## config.mk

```make
export PLATFORM = sky130hd
export DESIGN_NAME = pgm_power_good
export DESIGN_NICKNAME = d
export VERILOG_FILES = /design/src/rtl/pgm_pkg.sv /design/src/rtl/pgm_power_good.sv
export SDC_FILE = /design/constraint.sdc
export NUM_CORES = 1
export LEC_CHECK = 0
export BUFFER_PORTS_ARGS = -buffer_cell sky130_fd_sc_hd__buf_2
export CAP_MARGIN = 20
export CORE_UTILIZATION = 30
export DETAILED_ROUTE_END_ITERATION = 10
export PLACE_DENSITY_LB_ADDON = 0.12
export SYNTH_ARGS = -nofsm -noshare
export SYNTH_HDL_FRONTEND = slang
export SYNTH_SLANG_ARGS = --single-unit
```

## constraint.sdc

```tcl
create_clock -name clk -period 5.4 [get_ports clk]
set_input_delay 1.08 -clock clk [delete_from_list [all_inputs] [get_ports clk]]
set_output_delay 1.08 -clock clk [all_outputs]
set_load 0.01 [all_outputs]
```

## src/rtl/pgm_pkg.sv

```systemverilog
// package: register map, field positions, timing constants for the monitor
package pgm_pkg;
    // ------------------------------------------------------------
    // register map (byte addresses)
    // ------------------------------------------------------------
    localparam logic [7:0] PGM_CTRL_ONE_ADDR  = 8'h00;
    localparam logic [7:0] PGM_CTRL_TWO_ADDR  = 8'h04;
    localparam logic [7:0] PGM_FAULT_ADDR     = 8'h08;
    localparam logic [7:0] PGM_FLAGS_ADDR     = 8'h0C;
    localparam logic [7:0] PGM_STATUS_ADDR    = 8'h10;
    // ------------------------------------------------------------
    // pg_control_one fields
    // ------------------------------------------------------------
    localparam int PGM_C1_BUCK_SEL  = 0;  // 2 bits
    localparam int PGM_C1_LIN_SEL   = 2;  // 2 bits
    localparam int PGM_C1_WIN       = 4;  // 4 bits, one per rail
    localparam int PGM_C1_POL       = 8;
    localparam int PGM_C1_OD        = 9;
    localparam logic [31:0] PGM_C1_RST = 32'h0000_000F;
    // ------------------------------------------------------------
    // pg_control_two fields
    // ------------------------------------------------------------
    localparam int PGM_C2_TWARN     = 0;
    localparam int PGM_C2_MODE      = 1;
    localparam int PGM_C2_HOLD      = 2;
    localparam logic [31:0] PGM_C2_RST = 32'h0000_0000;
    // flags register: overvoltage, thermal shutdown and power-good interrupt
    localparam int PGM_FL_OVP       = 0;
    localparam int PGM_FL_TSD       = 1;
    localparam int PGM_FL_PGINT     = 2;
    // status register
    localparam int PGM_ST_PG        = 0;
    localparam int PGM_ST_PGINT     = 1;
    localparam int PGM_ST_HOLD      = 2;
    // ------------------------------------------------------------
    // timing
    // ------------------------------------------------------------
    localparam int PGM_CLK_MHZ      = 125;
    localparam int PGM_HOLD_US      = 800;
    localparam int PGM_HOLD_CYC     = PGM_HOLD_US * PGM_CLK_MHZ;
    localparam logic [1:0] PGM_RESP_OKAY   = 2'b00;
    localparam logic [1:0] PGM_RESP_SLVERR = 2'b10;

    // analog per-rail monitor results
    typedef struct packed {
        logic [3:0] enabled;    // regulator enabled
        logic [3:0] uv_ok;      // above undervoltage limit
        logic [3:0] ov_ok;      // below overvoltage limit
        logic [3:0] ramping;    // moving between targets
    } pgm_rail_t;

    typedef enum logic [1:0] {
        PGM_ST_INIT  = 2'b00,
        PGM_ST_RUN   = 2'b01,
        PGM_ST_WAIT  = 2'b11
    } pgm_state_t;
endpackage

```

## src/rtl/pgm_power_good.sv

```systemverilog
// power-good aggregation with AXI4-Lite control registers
//
// Overview of operation
// - status bit reads 1 whenever the pin shows valid voltages, any polarity.
// - polarity bit inverts only the pin; status and interrupt keep fixed sense.
// - each buck and linear rail individually selectable; dual-phase uses master.
// - disabled regulator's monitor is masked automatically.
// - separate enable adds the thermal warning status as a source.
// - output active only when every selected source reports valid.
// - window bit 0 checks undervoltage; 1 checks under and overvoltage.
// - configuration bits choose pin polarity and push-pull or open-drain.
// - mode bit loaded from defaults; 0 gated, 1 continuous.
// - gated: start active, freeze status 800 us on sequencing or changes.
// - gated: after hold-off, go inactive if any output out of range.
// - gated: each fault sets own bit; monitoring waits until cleared.
// - host clears rail faults and interrupt flags by writing 1.
// - continuous: start active, inactive once a regulator enables, then track.
// - continuous: toggle with range status during sequencing and changes.
// - fault bits latch until host writes 1.
// - continuous: inactive while a selected regulator ramps between targets.
// - continuous: valid again returns output active unless fault gating enabled.
// - fault gating holds output inactive while any fault bit pending.
`timescale 1ns/1ps
`default_nettype none
module pgm_power_good
    import pgm_pkg::*;
#(
    parameter int HOLD_CYCLES = PGM_HOLD_CYC,
    parameter logic MODE_DEFAULT = 1'b0
) (
    input  wire logic        clk,
    input  wire logic        rst_n,
    input  wire logic [7:0]  s_axi_awaddr,
    input  wire logic        s_axi_awvalid,
    output logic             s_axi_awready,
    input  wire logic [31:0] s_axi_wdata,
    input  wire logic [3:0]  s_axi_wstrb,
    input  wire logic        s_axi_wvalid,
    output logic             s_axi_wready,
    output logic [1:0]       s_axi_bresp,
    output logic             s_axi_bvalid,
    input  wire logic        s_axi_bready,
    input  wire logic [7:0]  s_axi_araddr,
    input  wire logic        s_axi_arvalid,
    output logic             s_axi_arready,
    output logic [31:0]      s_axi_rdata,
    output logic [1:0]       s_axi_rresp,
    output logic             s_axi_rvalid,
    input  wire logic        s_axi_rready,
    input  wire pgm_rail_t   rails,
    input  wire logic        dual_phase,
    input  wire logic        seq_step,
    input  wire logic        thermal_warning_status,
    input  wire logic        ovp_event,
    input  wire logic        tsd_event,
    input  wire logic        pg_pin_in,
    output logic             pg_pin_out,
    output logic             pg_pin_oe_n
);
    // ------------------------------------------------------------
    // elaboration checks
    // ------------------------------------------------------------
    generate
        if (HOLD_CYCLES < 1 || HOLD_CYCLES > 32'h00FF_FFFF) begin : g_chk
            $error("hold cycles out of range");
        end
    endgenerate

    // ------------------------------------------------------------
    // registers
    // ------------------------------------------------------------
    logic [31:0] pg_control_one_ff;
    logic [31:0] pg_control_two_ff;
    logic [3:0]  rail_fault_latch_register_ff;
    logic        input_overvoltage_flag_ff;
    logic        thermal_shutdown_flag_ff;
    logic        pg_interrupt_flag_ff;
    logic        mode_loaded_ff;
    logic        power_good_ff;
    logic        pg_prev_ff;
    logic [23:0] hold_cnt_ff;
    logic [3:0]  en_prev_ff;
    pgm_state_t  state_ff;

    logic        aw_held_ff;
    logic        w_held_ff;
    logic [7:0]  awaddr_ff;
    logic [31:0] wdata_ff;
    logic [3:0]  wstrb_ff;
    logic        bvalid_ff;
    logic [1:0]  bresp_ff;
    logic        rvalid_ff;
    logic [31:0] rdata_ff;
    logic [1:0]  rresp_ff;

    function automatic logic addr_known(input logic [7:0] a);
        addr_known = (a == PGM_CTRL_ONE_ADDR) || (a == PGM_CTRL_TWO_ADDR)
                  || (a == PGM_FAULT_ADDR) || (a == PGM_FLAGS_ADDR)
                  || (a == PGM_STATUS_ADDR);
    endfunction

    // ------------------------------------------------------------
    // axi write path: address and data taken in either order
    // ------------------------------------------------------------
    logic do_write;
    assign s_axi_awready = !aw_held_ff && !bvalid_ff;
    assign s_axi_wready  = !w_held_ff && !bvalid_ff;
    assign do_write      = aw_held_ff && w_held_ff && !bvalid_ff;

    always_ff @(posedge clk or negedge rst_n) begin
        if (!rst_n) begin
            aw_held_ff <= 1'b0;
            w_held_ff  <= 1'b0;
            awaddr_ff  <= 8'h00;
            wdata_ff   <= 32'h0000_0000;
            wstrb_ff   <= 4'h0;
            bvalid_ff  <= 1'b0;
            bresp_ff   <= PGM_RESP_OKAY;
        end else begin
            if (s_axi_awvalid && s_axi_awready) begin
                aw_held_ff <= 1'b1;
                awaddr_ff  <= s_axi_awaddr;
            end
            if (s_axi_wvalid && s_axi_wready) begin
                w_held_ff <= 1'b1;
                wdata_ff  <= s_axi_wdata;
                wstrb_ff  <= s_axi_wstrb;
            end
            if (do_write) begin
                aw_held_ff <= 1'b0;
                w_held_ff  <= 1'b0;
                bvalid_ff  <= 1'b1;
                bresp_ff   <= addr_known(awaddr_ff) ? PGM_RESP_OKAY
                                                    : PGM_RESP_SLVERR;
            end else if (bvalid_ff && s_axi_bready) begin
                bvalid_ff <= 1'b0;
            end
        end
    end
    assign s_axi_bvalid = bvalid_ff;
    assign s_axi_bresp  = bresp_ff;

    // byte-lane merge for the control registers
    function automatic logic [31:0] merge(input logic [31:0] old,
                                          input logic [31:0] nw,
                                          input logic [3:0]  st);
        merge = old;
        for (int i = 0; i < 4; i++) begin
            if (st[i]) merge[i*8 +: 8] = nw[i*8 +: 8];
        end
    endfunction

    logic wr_c1, wr_c2, wr_flt, wr_flg;
    assign wr_c1  = do_write && awaddr_ff == PGM_CTRL_ONE_ADDR;
    assign wr_c2  = do_write && awaddr_ff == PGM_CTRL_TWO_ADDR;
    assign wr_flt = do_write && awaddr_ff == PGM_FAULT_ADDR && wstrb_ff[0];
    assign wr_flg = do_write && awaddr_ff == PGM_FLAGS_ADDR && wstrb_ff[0];

    // ------------------------------------------------------------
    // configuration
    // ------------------------------------------------------------
    always_ff @(posedge clk or negedge rst_n) begin
        if (!rst_n) begin
            pg_control_one_ff <= PGM_C1_RST;
            pg_control_two_ff <= PGM_C2_RST;
            mode_loaded_ff    <= 1'b0;
        end else begin
            // defaults load once after release, as a one-time image would
            if (!mode_loaded_ff) begin
                mode_loaded_ff                 <= 1'b1;
                pg_control_two_ff[PGM_C2_MODE] <= MODE_DEFAULT;
            end else if (wr_c2) begin
                pg_control_two_ff <= merge(pg_control_two_ff, wdata_ff,
                                           wstrb_ff) & 32'h0000_0007;
            end
            if (wr_c1) begin
                pg_control_one_ff <= merge(pg_control_one_ff, wdata_ff,
                                           wstrb_ff) & 32'h0000_03FF;
            end
        end
    end

    logic       gated_mode;
    logic       hold_en;
    logic [3:0] sel;
    logic [3:0] win;
    assign gated_mode = !pg_control_two_ff[PGM_C2_MODE];
    assign hold_en    = pg_control_two_ff[PGM_C2_HOLD];
    assign win        = pg_control_one_ff[PGM_C1_WIN +: 4];
    // rails 0,1 buck, 2,3 linear; slave buck ignored in dual phase
    assign sel = {pg_control_one_ff[PGM_C1_LIN_SEL +: 2],
                  pg_control_one_ff[PGM_C1_BUCK_SEL + 1] & !dual_phase,
                  pg_control_one_ff[PGM_C1_BUCK_SEL]};

    // ------------------------------------------------------------
    // source evaluation
    // ------------------------------------------------------------
    logic [3:0] rail_bad;
    logic       src_bad;
    logic       any_ramp;
    genvar g;
    generate
        for (g = 0; g < 4; g++) begin : g_rail
            assign rail_bad[g] = sel[g] && rails.enabled[g]
                && (!rails.uv_ok[g] || (win[g] && !rails.ov_ok[g]));
        end
    endgenerate
    assign any_ramp = |(rails.ramping & rails.enabled & sel);
    assign src_bad  = (|rail_bad)
        || (pg_control_two_ff[PGM_C2_TWARN] && thermal_warning_status)
        || input_overvoltage_flag_ff || thermal_shutdown_flag_ff;

    // ------------------------------------------------------------
    // fault latches and interrupt flags: set beats clear
    // ------------------------------------------------------------
    logic [3:0] fault_set;
    logic       monitor_live;
    assign monitor_live = !gated_mode || state_ff == PGM_ST_RUN;
    assign fault_set    = rail_bad & {4{monitor_live}};

    always_ff @(posedge clk or negedge rst_n) begin
        if (!rst_n) begin
            rail_fault_latch_register_ff <= 4'h0;
        end else begin
            rail_fault_latch_register_ff <= fault_set |
                (rail_fault_latch_register_ff
                 & ~({4{wr_flt}} & wdata_ff[3:0]));
        end
    end

    always_ff @(posedge clk or negedge rst_n) begin
        if (!rst_n) begin
            input_overvoltage_flag_ff <= 1'b0;
            thermal_shutdown_flag_ff  <= 1'b0;
        end else begin
            input_overvoltage_flag_ff <= ovp_event || (input_overvoltage_flag_ff
                && !(wr_flg && wdata_ff[PGM_FL_OVP]));
            thermal_shutdown_flag_ff <= tsd_event || (thermal_shutdown_flag_ff
                && !(wr_flg && wdata_ff[PGM_FL_TSD]));
        end
    end

    // ------------------------------------------------------------
    // gated hold-off sequencer
    // ------------------------------------------------------------
    logic       restart;
    logic       newly_on;
    assign newly_on = |(rails.enabled & ~en_prev_ff);
    assign restart  = seq_step || newly_on;

    always_ff @(posedge clk or negedge rst_n) begin
        if (!rst_n) begin
            state_ff    <= PGM_ST_INIT;
            hold_cnt_ff <= 24'h00_0000;
            en_prev_ff  <= 4'h0;
        end else begin
            en_prev_ff <= rails.enabled;
            case (state_ff)
                PGM_ST_INIT: begin
                    if (mode_loaded_ff) state_ff <= PGM_ST_RUN;
                end
                PGM_ST_RUN: begin
                    if (gated_mode && restart) begin
                        state_ff    <= PGM_ST_WAIT;
                        hold_cnt_ff <= 24'(HOLD_CYCLES - 1);
                    end
                end
                PGM_ST_WAIT: begin
                    if (restart) begin
                        hold_cnt_ff <= 24'(HOLD_CYCLES - 1);
                    end else if (hold_cnt_ff == 24'h00_0000) begin
                        state_ff <= PGM_ST_RUN;
                    end else begin
                        hold_cnt_ff <= hold_cnt_ff - 24'h00_0001;
                    end
                end
                default: state_ff <= PGM_ST_INIT;
            endcase
        end
    end

    // ------------------------------------------------------------
    // power-good decision
    // ------------------------------------------------------------
    logic nxt_power_good;
    logic pending;
    assign pending = |rail_fault_latch_register_ff;
    always_comb begin
        nxt_power_good = power_good_ff;
        if (state_ff == PGM_ST_INIT) begin
            nxt_power_good = 1'b1;
        end else if (gated_mode) begin
            // frozen during hold-off; pending faults stop recovery
            if (state_ff == PGM_ST_RUN) begin
                if (src_bad) nxt_power_good = 1'b0;
                else if (!pending) nxt_power_good = 1'b1;
            end
        end else begin
            nxt_power_good = !src_bad && !any_ramp && !newly_on
                && !(hold_en && pending);
        end
        if (gated_mode && hold_en && pending) nxt_power_good = 1'b0;
    end

    always_ff @(posedge clk or negedge rst_n) begin
        if (!rst_n) begin
            power_good_ff        <= 1'b1;
            pg_prev_ff           <= 1'b1;
            pg_interrupt_flag_ff <= 1'b0;
        end else begin
            power_good_ff <= nxt_power_good;
            pg_prev_ff    <= power_good_ff;
            // fixed sense: falling edge of internal good, not pin level
            pg_interrupt_flag_ff <= (pg_prev_ff && !power_good_ff)
                || (pg_interrupt_flag_ff
                    && !(wr_flg && wdata_ff[PGM_FL_PGINT]));
        end
    end

    // ------------------------------------------------------------
    // pin driver
    // ------------------------------------------------------------
    logic pin_level;
    assign pin_level = power_good_ff ^ pg_control_one_ff[PGM_C1_POL];
    // open drain: drive only the low level, release for high
    assign pg_pin_out  = pin_level;
    assign pg_pin_oe_n = pg_control_one_ff[PGM_C1_OD] && pin_level;

    // ------------------------------------------------------------
    // axi read path
    // ------------------------------------------------------------
    logic [31:0] rd_mux;
    logic        pin_good;
    assign pin_good = pg_pin_in ^ pg_control_one_ff[PGM_C1_POL];
    always_comb begin
        rd_mux = 32'h0000_0000;
        case (s_axi_araddr)
            PGM_CTRL_ONE_ADDR: rd_mux = pg_control_one_ff;
            PGM_CTRL_TWO_ADDR: rd_mux = pg_control_two_ff;
            PGM_FAULT_ADDR:    rd_mux = {28'h000_0000,
                                         rail_fault_latch_register_ff};
            PGM_FLAGS_ADDR:    rd_mux = {29'h0000_0000, pg_interrupt_flag_ff,
                                         thermal_shutdown_flag_ff,
                                         input_overvoltage_flag_ff};
            PGM_STATUS_ADDR:   rd_mux = {29'h0000_0000,
                                         state_ff == PGM_ST_WAIT,
                                         pg_interrupt_flag_ff, pin_good};
            default:           rd_mux = 32'h0000_0000;
        endcase
    end

    assign s_axi_arready = !rvalid_ff;
    always_ff @(posedge clk or negedge rst_n) begin
        if (!rst_n) begin
            rvalid_ff <= 1'b0;
            rdata_ff  <= 32'h0000_0000;
            rresp_ff  <= PGM_RESP_OKAY;
        end else if (s_axi_arvalid && !rvalid_ff) begin
            rvalid_ff <= 1'b1;
            rdata_ff  <= rd_mux;
            rresp_ff  <= addr_known(s_axi_araddr) ? PGM_RESP_OKAY
                                                  : PGM_RESP_SLVERR;
        end else if (rvalid_ff && s_axi_rready) begin
            rvalid_ff <= 1'b0;
        end
    end
    assign s_axi_rvalid = rvalid_ff;
    assign s_axi_rdata  = rdata_ff;
    assign s_axi_rresp  = rresp_ff;
endmodule
`default_nettype wire
```

After elaboration in Yosys (flattened, before gate mapping):

Index checks and enable logic that the tools add are counted.

* register bits after elaboration: 113
* input port bits: 81
* bits in writable memories: 0
* output and inout bits: 43
* bits in read-only memories: 0
* memories: 0
* bits in latches: 0

* divide/modulo/power cells: 0
* magnitude comparators: 0
* reductions and logical operators: 106
* equality and inequality tests: 18
* multipliers: 0
* bitwise logic cells: 12
* add/subtract/negate cells: 1
* muxes and demuxes: 29
* shift-type cells: 0

Operator list (count)
* two-way mux 24 bit: 3
* one-hot mux 10 bit (5 select lines): 1
* one-hot mux 24 bit (2 select lines): 1
* logical AND 1 bit: 43
* == test 8 x 4 -> 1 bit (second input constant): 4
* bitwise AND 4 bit: 6
* logical NOT 24 bit: 1
* subtractor 24 x 1 -> 24 bit (second input constant): 1
* logical NOT 1 bit: 22
* logical OR 1 bit: 20
* == test 8 x 3 -> 1 bit (second input constant): 2
* == test 8 x 5 -> 1 bit (second input constant): 2
* logical NOT 8 bit: 2
* two-way mux 2 bit: 8
* OR reduction 4 bit: 4
* two-way mux 1 bit: 15
* nonzero test 2 bit: 5
* != test 2 bit (second input constant): 4
* NOT 4 bit: 2
* AND reduction 2 bit: 4
* one-hot mux 2 bit (3 select lines): 1
* AND reduction 3 bit: 2
* != test 5 x 3 -> 1 bit (second input constant): 1
* != test 2 x 1 -> 1 bit (second input constant): 2
* 9 further kinds: 10

Longest topological paths before layout:

Gate-level depths: netlist of the first run.

* depth after elaboration: 15
* depth in mapped cells: 9

Least setup slack after synthesis of the first run:

OpenSTA, ideal clock, no wires.

* kind: input port to flip-flop
* start: input s_axi_araddr[0]
* end: register rdata_ff[4] (netlist: s_axi_rdata[4])
* path slack: 2769 ps
* cell stages on the path: 4
* buffers on the path: 0
* arrival: 2565 ps
* cells stage by stage: or4_1 -> or4_1 -> nor3_2 -> a22o_1

* word-level cells in the longest chain between the ends: 2
* elaborated cells on any way between the ends: 6

Ends and longest elaborated chain
* start: declaration: line pgm_power_good.sv:43 `input wire logic [7:0] s_axi_araddr,`
* == test 8 x 5 -> 1 bit (tied with other cells): line pgm_power_good.sv:337 `case (s_axi_araddr)`
* one-hot mux 10 bit (5 select lines) (*): line pgm_power_good.sv:337
* end signal: assignment: line pgm_power_good.sv:360 `rdata_ff <= rd_mux;`
* end: declaration: line pgm_power_good.sv:93 `logic [31:0] rdata_ff;`

Mark *: on every way between the ends. The rest lies on a longest branch, timed or not.
A chain may end at the register's enable or synchronous reset.

Worst setup path in the final report of the first run:

* start: input rails[14] (netlist name)
* end: register hold_cnt_ff[4]

* word-level cells in the longest chain between the ends: 6
* elaborated cells on any way between the ends: 9

Ends and longest elaborated chain
* start: declaration: line pgm_power_good.sv:50 `input wire pgm_rail_t rails,`
* bitwise AND 4 bit (*): line pgm_power_good.sv:248 `assign newly_on = |(rails.enabled & ~en_prev_ff);`
* OR reduction 4 bit (*): line pgm_power_good.sv:248
* logical OR 1 bit (*): line pgm_power_good.sv:249 `assign restart = seq_step || newly_on;`
* logical AND 1 bit: line pgm_power_good.sv:263 `if (gated_mode && restart) begin`
* != test 2 bit (no source line)
* AND reduction 3 bit (no source line)
* end signal: assignment: line pgm_power_good.sv:265 `hold_cnt_ff <= 24'(HOLD_CYCLES - 1);`
* end signal: assignment: line pgm_power_good.sv:270 `hold_cnt_ff <= 24'(HOLD_CYCLES - 1);`
* end signal: assignment: line pgm_power_good.sv:274 `hold_cnt_ff <= hold_cnt_ff - 24'h00_0001;`
* end: declaration: line pgm_power_good.sv:81 `logic [23:0] hold_cnt_ff;`

Marked as above.

==> results of run 1 <==
-- report_power, final --
part           internal (mW)  switching, mW
Sequential             0.796          0.110
Clock                  0.335          0.292
Combinational          0.173          0.161
Total                   1.30          0.563
-- cells in the mapped netlist, drive strengths merged (3+ instances only) --
master / count / area share, %
dfrtp: 83 / 45
mux2: 34 / 8.4
nand2: 33 / 2.9
buf: 27 / 4.4
nor2: 21 / 1.8
o21ai: 19 / 2.1
inv: 16 / 1.3
nand3: 13 / 1.4
nor3: 13 / 1.5
or4: 13 / 2.2
a22o: 12 / 2.3
nor4: 11 / 2.7
nand2b: 9 / 1.2
a21o: 8 / 1.3
clkbuf: 8 / 0.66
a21oi: 7 / 0.77
a221o: 7 / 1.5
dfstp: 6 / 3.4
nand4: 6 / 0.82
and2: 5 / 0.68
and4: 4 / 0.82
a211oi: 3 / 0.49
a22oi: 3 / 0.49
a31oi: 3 / 0.41
and3: 3 / 0.41
mux2i: 3 / 0.66
nand3b: 3 / 0.49
nor4b: 3 / 0.71
o221a: 3 / 0.74
or3: 3 / 0.41
-- how the worst min path moves through the flow --
stage / start / endpoint / slack, ps / cells past startpoint
2_1_floorplan: power_good_ff / pg_prev_ff / 370 / 0
3_3_place_gp: power_good_ff / pg_prev_ff / 390 / 0
3_5_place_dp: power_good_ff / pg_prev_ff / 390 / 0
4_1_cts: power_good_ff / pg_prev_ff / 400 / 0
5_1_grt: power_good_ff / pg_prev_ff / 400 / 0
6_report: power_good_ff / pg_prev_ff / 400 / 0
-- layout by cell type (no fill, tap or decap), types with 4 or more instances in the layout --
cell,synthesis,final
nor4_2,4,4
clkbuf_16,0,9
nor2_1,20,20
buf_2,2,74
nand2b_1,9,9
a21o_1,8,8
a22o_1,12,12
inv_1,15,15
nand3_1,13,13
inv_6,0,4
dfrtp_1,83,83
nor4_1,5,5
o21ai_0,18,18
nand2_1,30,30
a21oi_1,7,7
nor3_1,12,12
a221o_1,7,7
and2_1,4,4
dfstp_2,6,6
or4_1,12,12
nand4_1,6,6
conb_1,2,25
mux2_2,34,34
-- routing by layer --
metal	track usage, %	routed length, um	vias up	part of all wire, %
met4	6.81	221	0	2.0
met5	0	0	-	0
met1	21.4	5510	1673	49
met3	2.48	425	15	3.8
met2	23.3	5150	87	46
li1	-	-	1688	-
-- layout make-up --
class	count	area, sq um
sequential	89	2230
clock inverter	6	53.8
multi-input combinational	303	2140
fill	1442	9350
tap	184	230
inverter	16	60.1
clock buffer	10	239
timing repair buffer	77	393
-- state kept, by name, indices dropped and copies added, names as in the netlist, 3 cells and up --
| name | flops |
|---|---|
| awaddr_ff | 8 |
| en_prev_ff | 4 |
| hold_cnt_ff | 24 |
| pg_control_one_ff | 10 |
| pg_control_two_ff | 3 |
| rail_fault_latch_register_ff | 4 |
| s_axi_rdata | 10 |
| wdata_ff | 10 |
-- metrics by stage --
stage | instances | setup WS (ps) | hold slack (ps) | util [%]
finish | 685 | 2370 | 403 | 36.4
global route | 685 | 2060 | 404 | 36.4
CTS | 685 | 2340 | 398 | 36.4
detailed placement | 669 | 1990 | 389 | 34.4
global placement | 669 | 1970 | 387 | 34.4
floorplan | 443 | 2770 | 373 | -
-- logic make-up after synthesis --
family          synth area share, %
fa+ha+maj                     0.273
simple gates                   19.3
other cells                   0.164
buf+inv                        6.37
compound gates                 15.5
mux                            9.02
xor+xnor                      0.574
flops                          48.8
-- worst max-delay path, stage by stage --
cell	delay (ps)
buf_2	130
nand2b_1	90
o2111ai_2	230
o221ai_1	530
and2_1	650
inv_2	220
o221a_2	330
==> results.cfg, run 1 <==
[clock_tree]
cts_max_path_buffers = 2
clkLatencyLatePin_ps = 350
clockRootBuffer = clkbuf_16
cts_hold_buf = 0
numCtsBuffers = 9
clkSinkCount = 89
cts_resized = 0
htreeDepth = 3
cts.clk_slew.worst_paths_ps = 70
postCtsSetupBuffers = 0
cts_tree = yes

[cells_and_area]
area_growth_pct = 16.8
final_area_sq_um = 5350
finalNetCount = 578
num_antenna_cells = 0
drive_gt1_share_pct = 30.9

[setup_path]
setup.worst_path.start = rails[14]
start_kind = input pin
worstPathMaxFanout = 14
crit_end = hold_cnt_ff[4]
r2r_start = hold_cnt_ff[0]
arrival_ps = 3260
ff2ff_path_depth = 8
crit_type = in2reg
r2r_end = hold_cnt_ff[4]
worst_ep_required_time_ps = 5630
cp-end-kind = flop
reg2reg_slack_ps = 2370

[global_routing]
grt_start_max_net_pins = 51
grt_pass1_wl_um = 18800
grt_overflow = 0
antenna_found_initial = 0
grt_usage_pct = 15.3
grt_pass1_vias = 3499

[pwr]
finalPower_mw = 1.87
leakagePower_nw = 2.33
ir_worst_vdd_uv = 215
power_density_nw_per_um2 = 349

[sta]
rsz0062_at_grt = false
max_freq_ghz = 0.330
worst_slew_pin_slew_ps = 1100
relSlewSlack_pct = 26.4
final.period_utilization_pct = 56.1
final.min_clock_period_ps = 3030
hold_violations = 0
finalSetupViolCount = 0
maxSlewViolCount = 0
tns_ps = 0
fin_skew_ps = 10.9

[detailed_routing]
wirelength_um = 11300
drc = 5
wire_per_inst_um = 16.5
antenna_left = 0
dr_total_vias = 3463
via_per_inst = 5.06
drtIter0Drc = 186
drtPass1Iterations = 7

[logic_synthesis]
async_flop_share_pct = 100
synth.distinct_cells = 72
synth_edf_count = 0
synth_ff_type = dfrtp_1
synth-warning-count = 0
synth_area_sq_um = 4580
synth_seq_area_share_pct = 48.8
syn_inst = 420
syn_area_per_cell_sq_um = 10.9
synth_seq_cells = 89

[die]
die_h_um = 126
die-area_sq_um = 15800
design.core.area_sq_um = 14700
placementRows = 44
start_util_pct = 31.1
die-width_um = 126
io_pins = 124

[placed_design]
hpwlAfterDp_um = 8120
io_buffers = 75
place_area_sq_um = 5060
gp_congestion = 0.745

[outcome]
failed_checks = DRC
status = complete, but fails checks

[job]
maxCapViolCount = 0

[worst_hold_path]
worstHoldPathType = reg2reg
Power figures use the tool's default switching activity.
==> run 2, diff against run 1 <==
==> constraint.sdc (replaced) <==
create_clock -name clk -period 3.1 [get_ports clk]
set_input_delay 0.62 -clock clk [delete_from_list [all_inputs] [get_ports clk]]
set_output_delay 0.62 -clock clk [all_outputs]
set_load 0.01 [all_outputs]
==> results.cfg, run 2 (same netlist as run 1, synthesis figures left out) <==
[outcome]
status = complete, but fails checks
failed_checks = DRC

[setup_path]
start_kind = flop
arrival_ps = 2800
worstPathMaxFanout = 12
ff2ff_path_depth = 7
cp-end-kind = flop
worst_ep_required_time_ps = 3380
crit_type = reg2reg

[die]
io_pins = 124
placementRows = 44
design.core.area_sq_um = 14700
die_h_um = 126
die-area_sq_um = 15800
die-width_um = 126
start_util_pct = 31.1

[placed_design]
hpwlAfterDp_um = 8160
gp_congestion = 0.770
dpl_worst_slack_ps = 548
io_buffers = 75

[sta]
finalSetupViolCount = 0
worst_slew_pin_slew_ps = 875
final.min_clock_period_ps = 2520
maxSlewViolCount = 0
rsz0062_at_grt = false
fin_skew_ps = 10.9
hold_violations = 0
holdWs_ps = 231
max_freq_ghz = 0.396
relSlewSlack_pct = 41.6
worst_slack_ps = 578
final.period_utilization_pct = 81.4
tns_ps = 0

[global_routing]
grt_pass1_vias = 3553
grt_pass1_wl_um = 18900
antenna_found_initial = 0
grt_overflow = 0
grt_start_max_net_pins = 56
grt_usage_pct = 15.3

[clock_tree]
postCtsSetupBuffers = 0
cts.clk_slew.worst_paths_ps = 70
numCtsBuffers = 9
cts_tree = yes
clockRootBuffer = clkbuf_16
clkSinkCount = 89
cts_hold_buf = 0
htreeDepth = 3
clkLatencyLatePin_ps = 350
cts_resized = 0
cts_max_path_buffers = 2

[pwr]
ir_worst_vdd_uv = 343
power_density_nw_per_um2 = 607
leakagePower_nw = 2.35
switching_power_mw = 1.00
pwr-share-clk_pct = 33.8
finalPower_mw = 3.27
p_seq_share_pct = 48.3
internal-power_mw = 2.27
power_frac_comb_pct = 17.9
switching_share_pct = 30.7

[job]
maxCapViolCount = 0

[cells_and_area]
drive_gt1_share_pct = 31.2
finalNetCount = 580
regMostFlops = hold_cnt_ff
area_growth_pct = 17.7
largest_register_ff_count = 24
layout_commonest_cell = dfrtp_1
mostFrequentLayoutCells = dfrtp_1 (83), buf_2 (74), mux2_2 (34)
num_antenna_cells = 0
final_util_pct = 36.7

[detailed_routing]
drtIter0Drc = 236
via_per_inst = 5.13
drtPass1Iterations = 7
wire_per_inst_um = 16.4
antenna_left = 0
dr_total_vias = 3521
drc = 5
wirelength_um = 11200

[worst_hold_path]
worstHoldPathType = in2async
[run 2: final timing paths]
kind                                     start                    to  slack [ps]
worst max register to register  hold_cnt_ff[0]        hold_cnt_ff[9]         580
worst max-delay path            hold_cnt_ff[0]        hold_cnt_ff[9]         580
worst min-delay path                     rst_n          s_axi_rvalid         230
max in group asynchronous                rst_n  pg_control_one_ff[3]        2150
worst min register to register   power_good_ff            pg_prev_ff         400
min in group clk                 power_good_ff            pg_prev_ff         400
[run 2: worst max-delay path, cell delays in order, from the launching register on]
cell and delay, ps:
dfrtp_1 430, inv_1 70, ha_1 240, nor4b_2 360
nand2_2 230, or4_4 560, nand2_1 300, o221a_2 250
[run 2: cell type report]
class | count | area [sq um]
flip-flops and latches | 89 | 2230
well taps | 184 | 230
multi-input cells | 303 | 2140
clock buffers | 9 | 225
fillers | 1447 | 9310
repair buffers | 79 | 420
clock inverters | 7 | 78.8
inverters | 16 | 60.1
[run 2: through the flow]
stage | instances | instance area [sq um]
final | 687 | 5390
after global routing | 687 | 5390
after CTS | 687 | 5390
after detailed placement | 671 | 5080
after global placement | 671 | 5080
after floorplan | 443 | 4660
[run 2: routing by layer]
layer  vias up  track usage, %  wire, um
met1      1728            20.7      5390
met3        12            2.91       393
met2        77            24.0      5270
met5         -               0         0
li1       1704               -         -
met4         0            6.10       191
[run 2: power groups by stage]
stage	clock network (mW)	registers, mW	logic (mW)
after floorplan	0	1.54	0.433
after global placement	0	1.59	0.587
after detailed placement	0	1.60	0.594
after CTS	1.15	1.58	0.596
after global routing	1.20	1.61	0.654
final	1.11	1.58	0.585
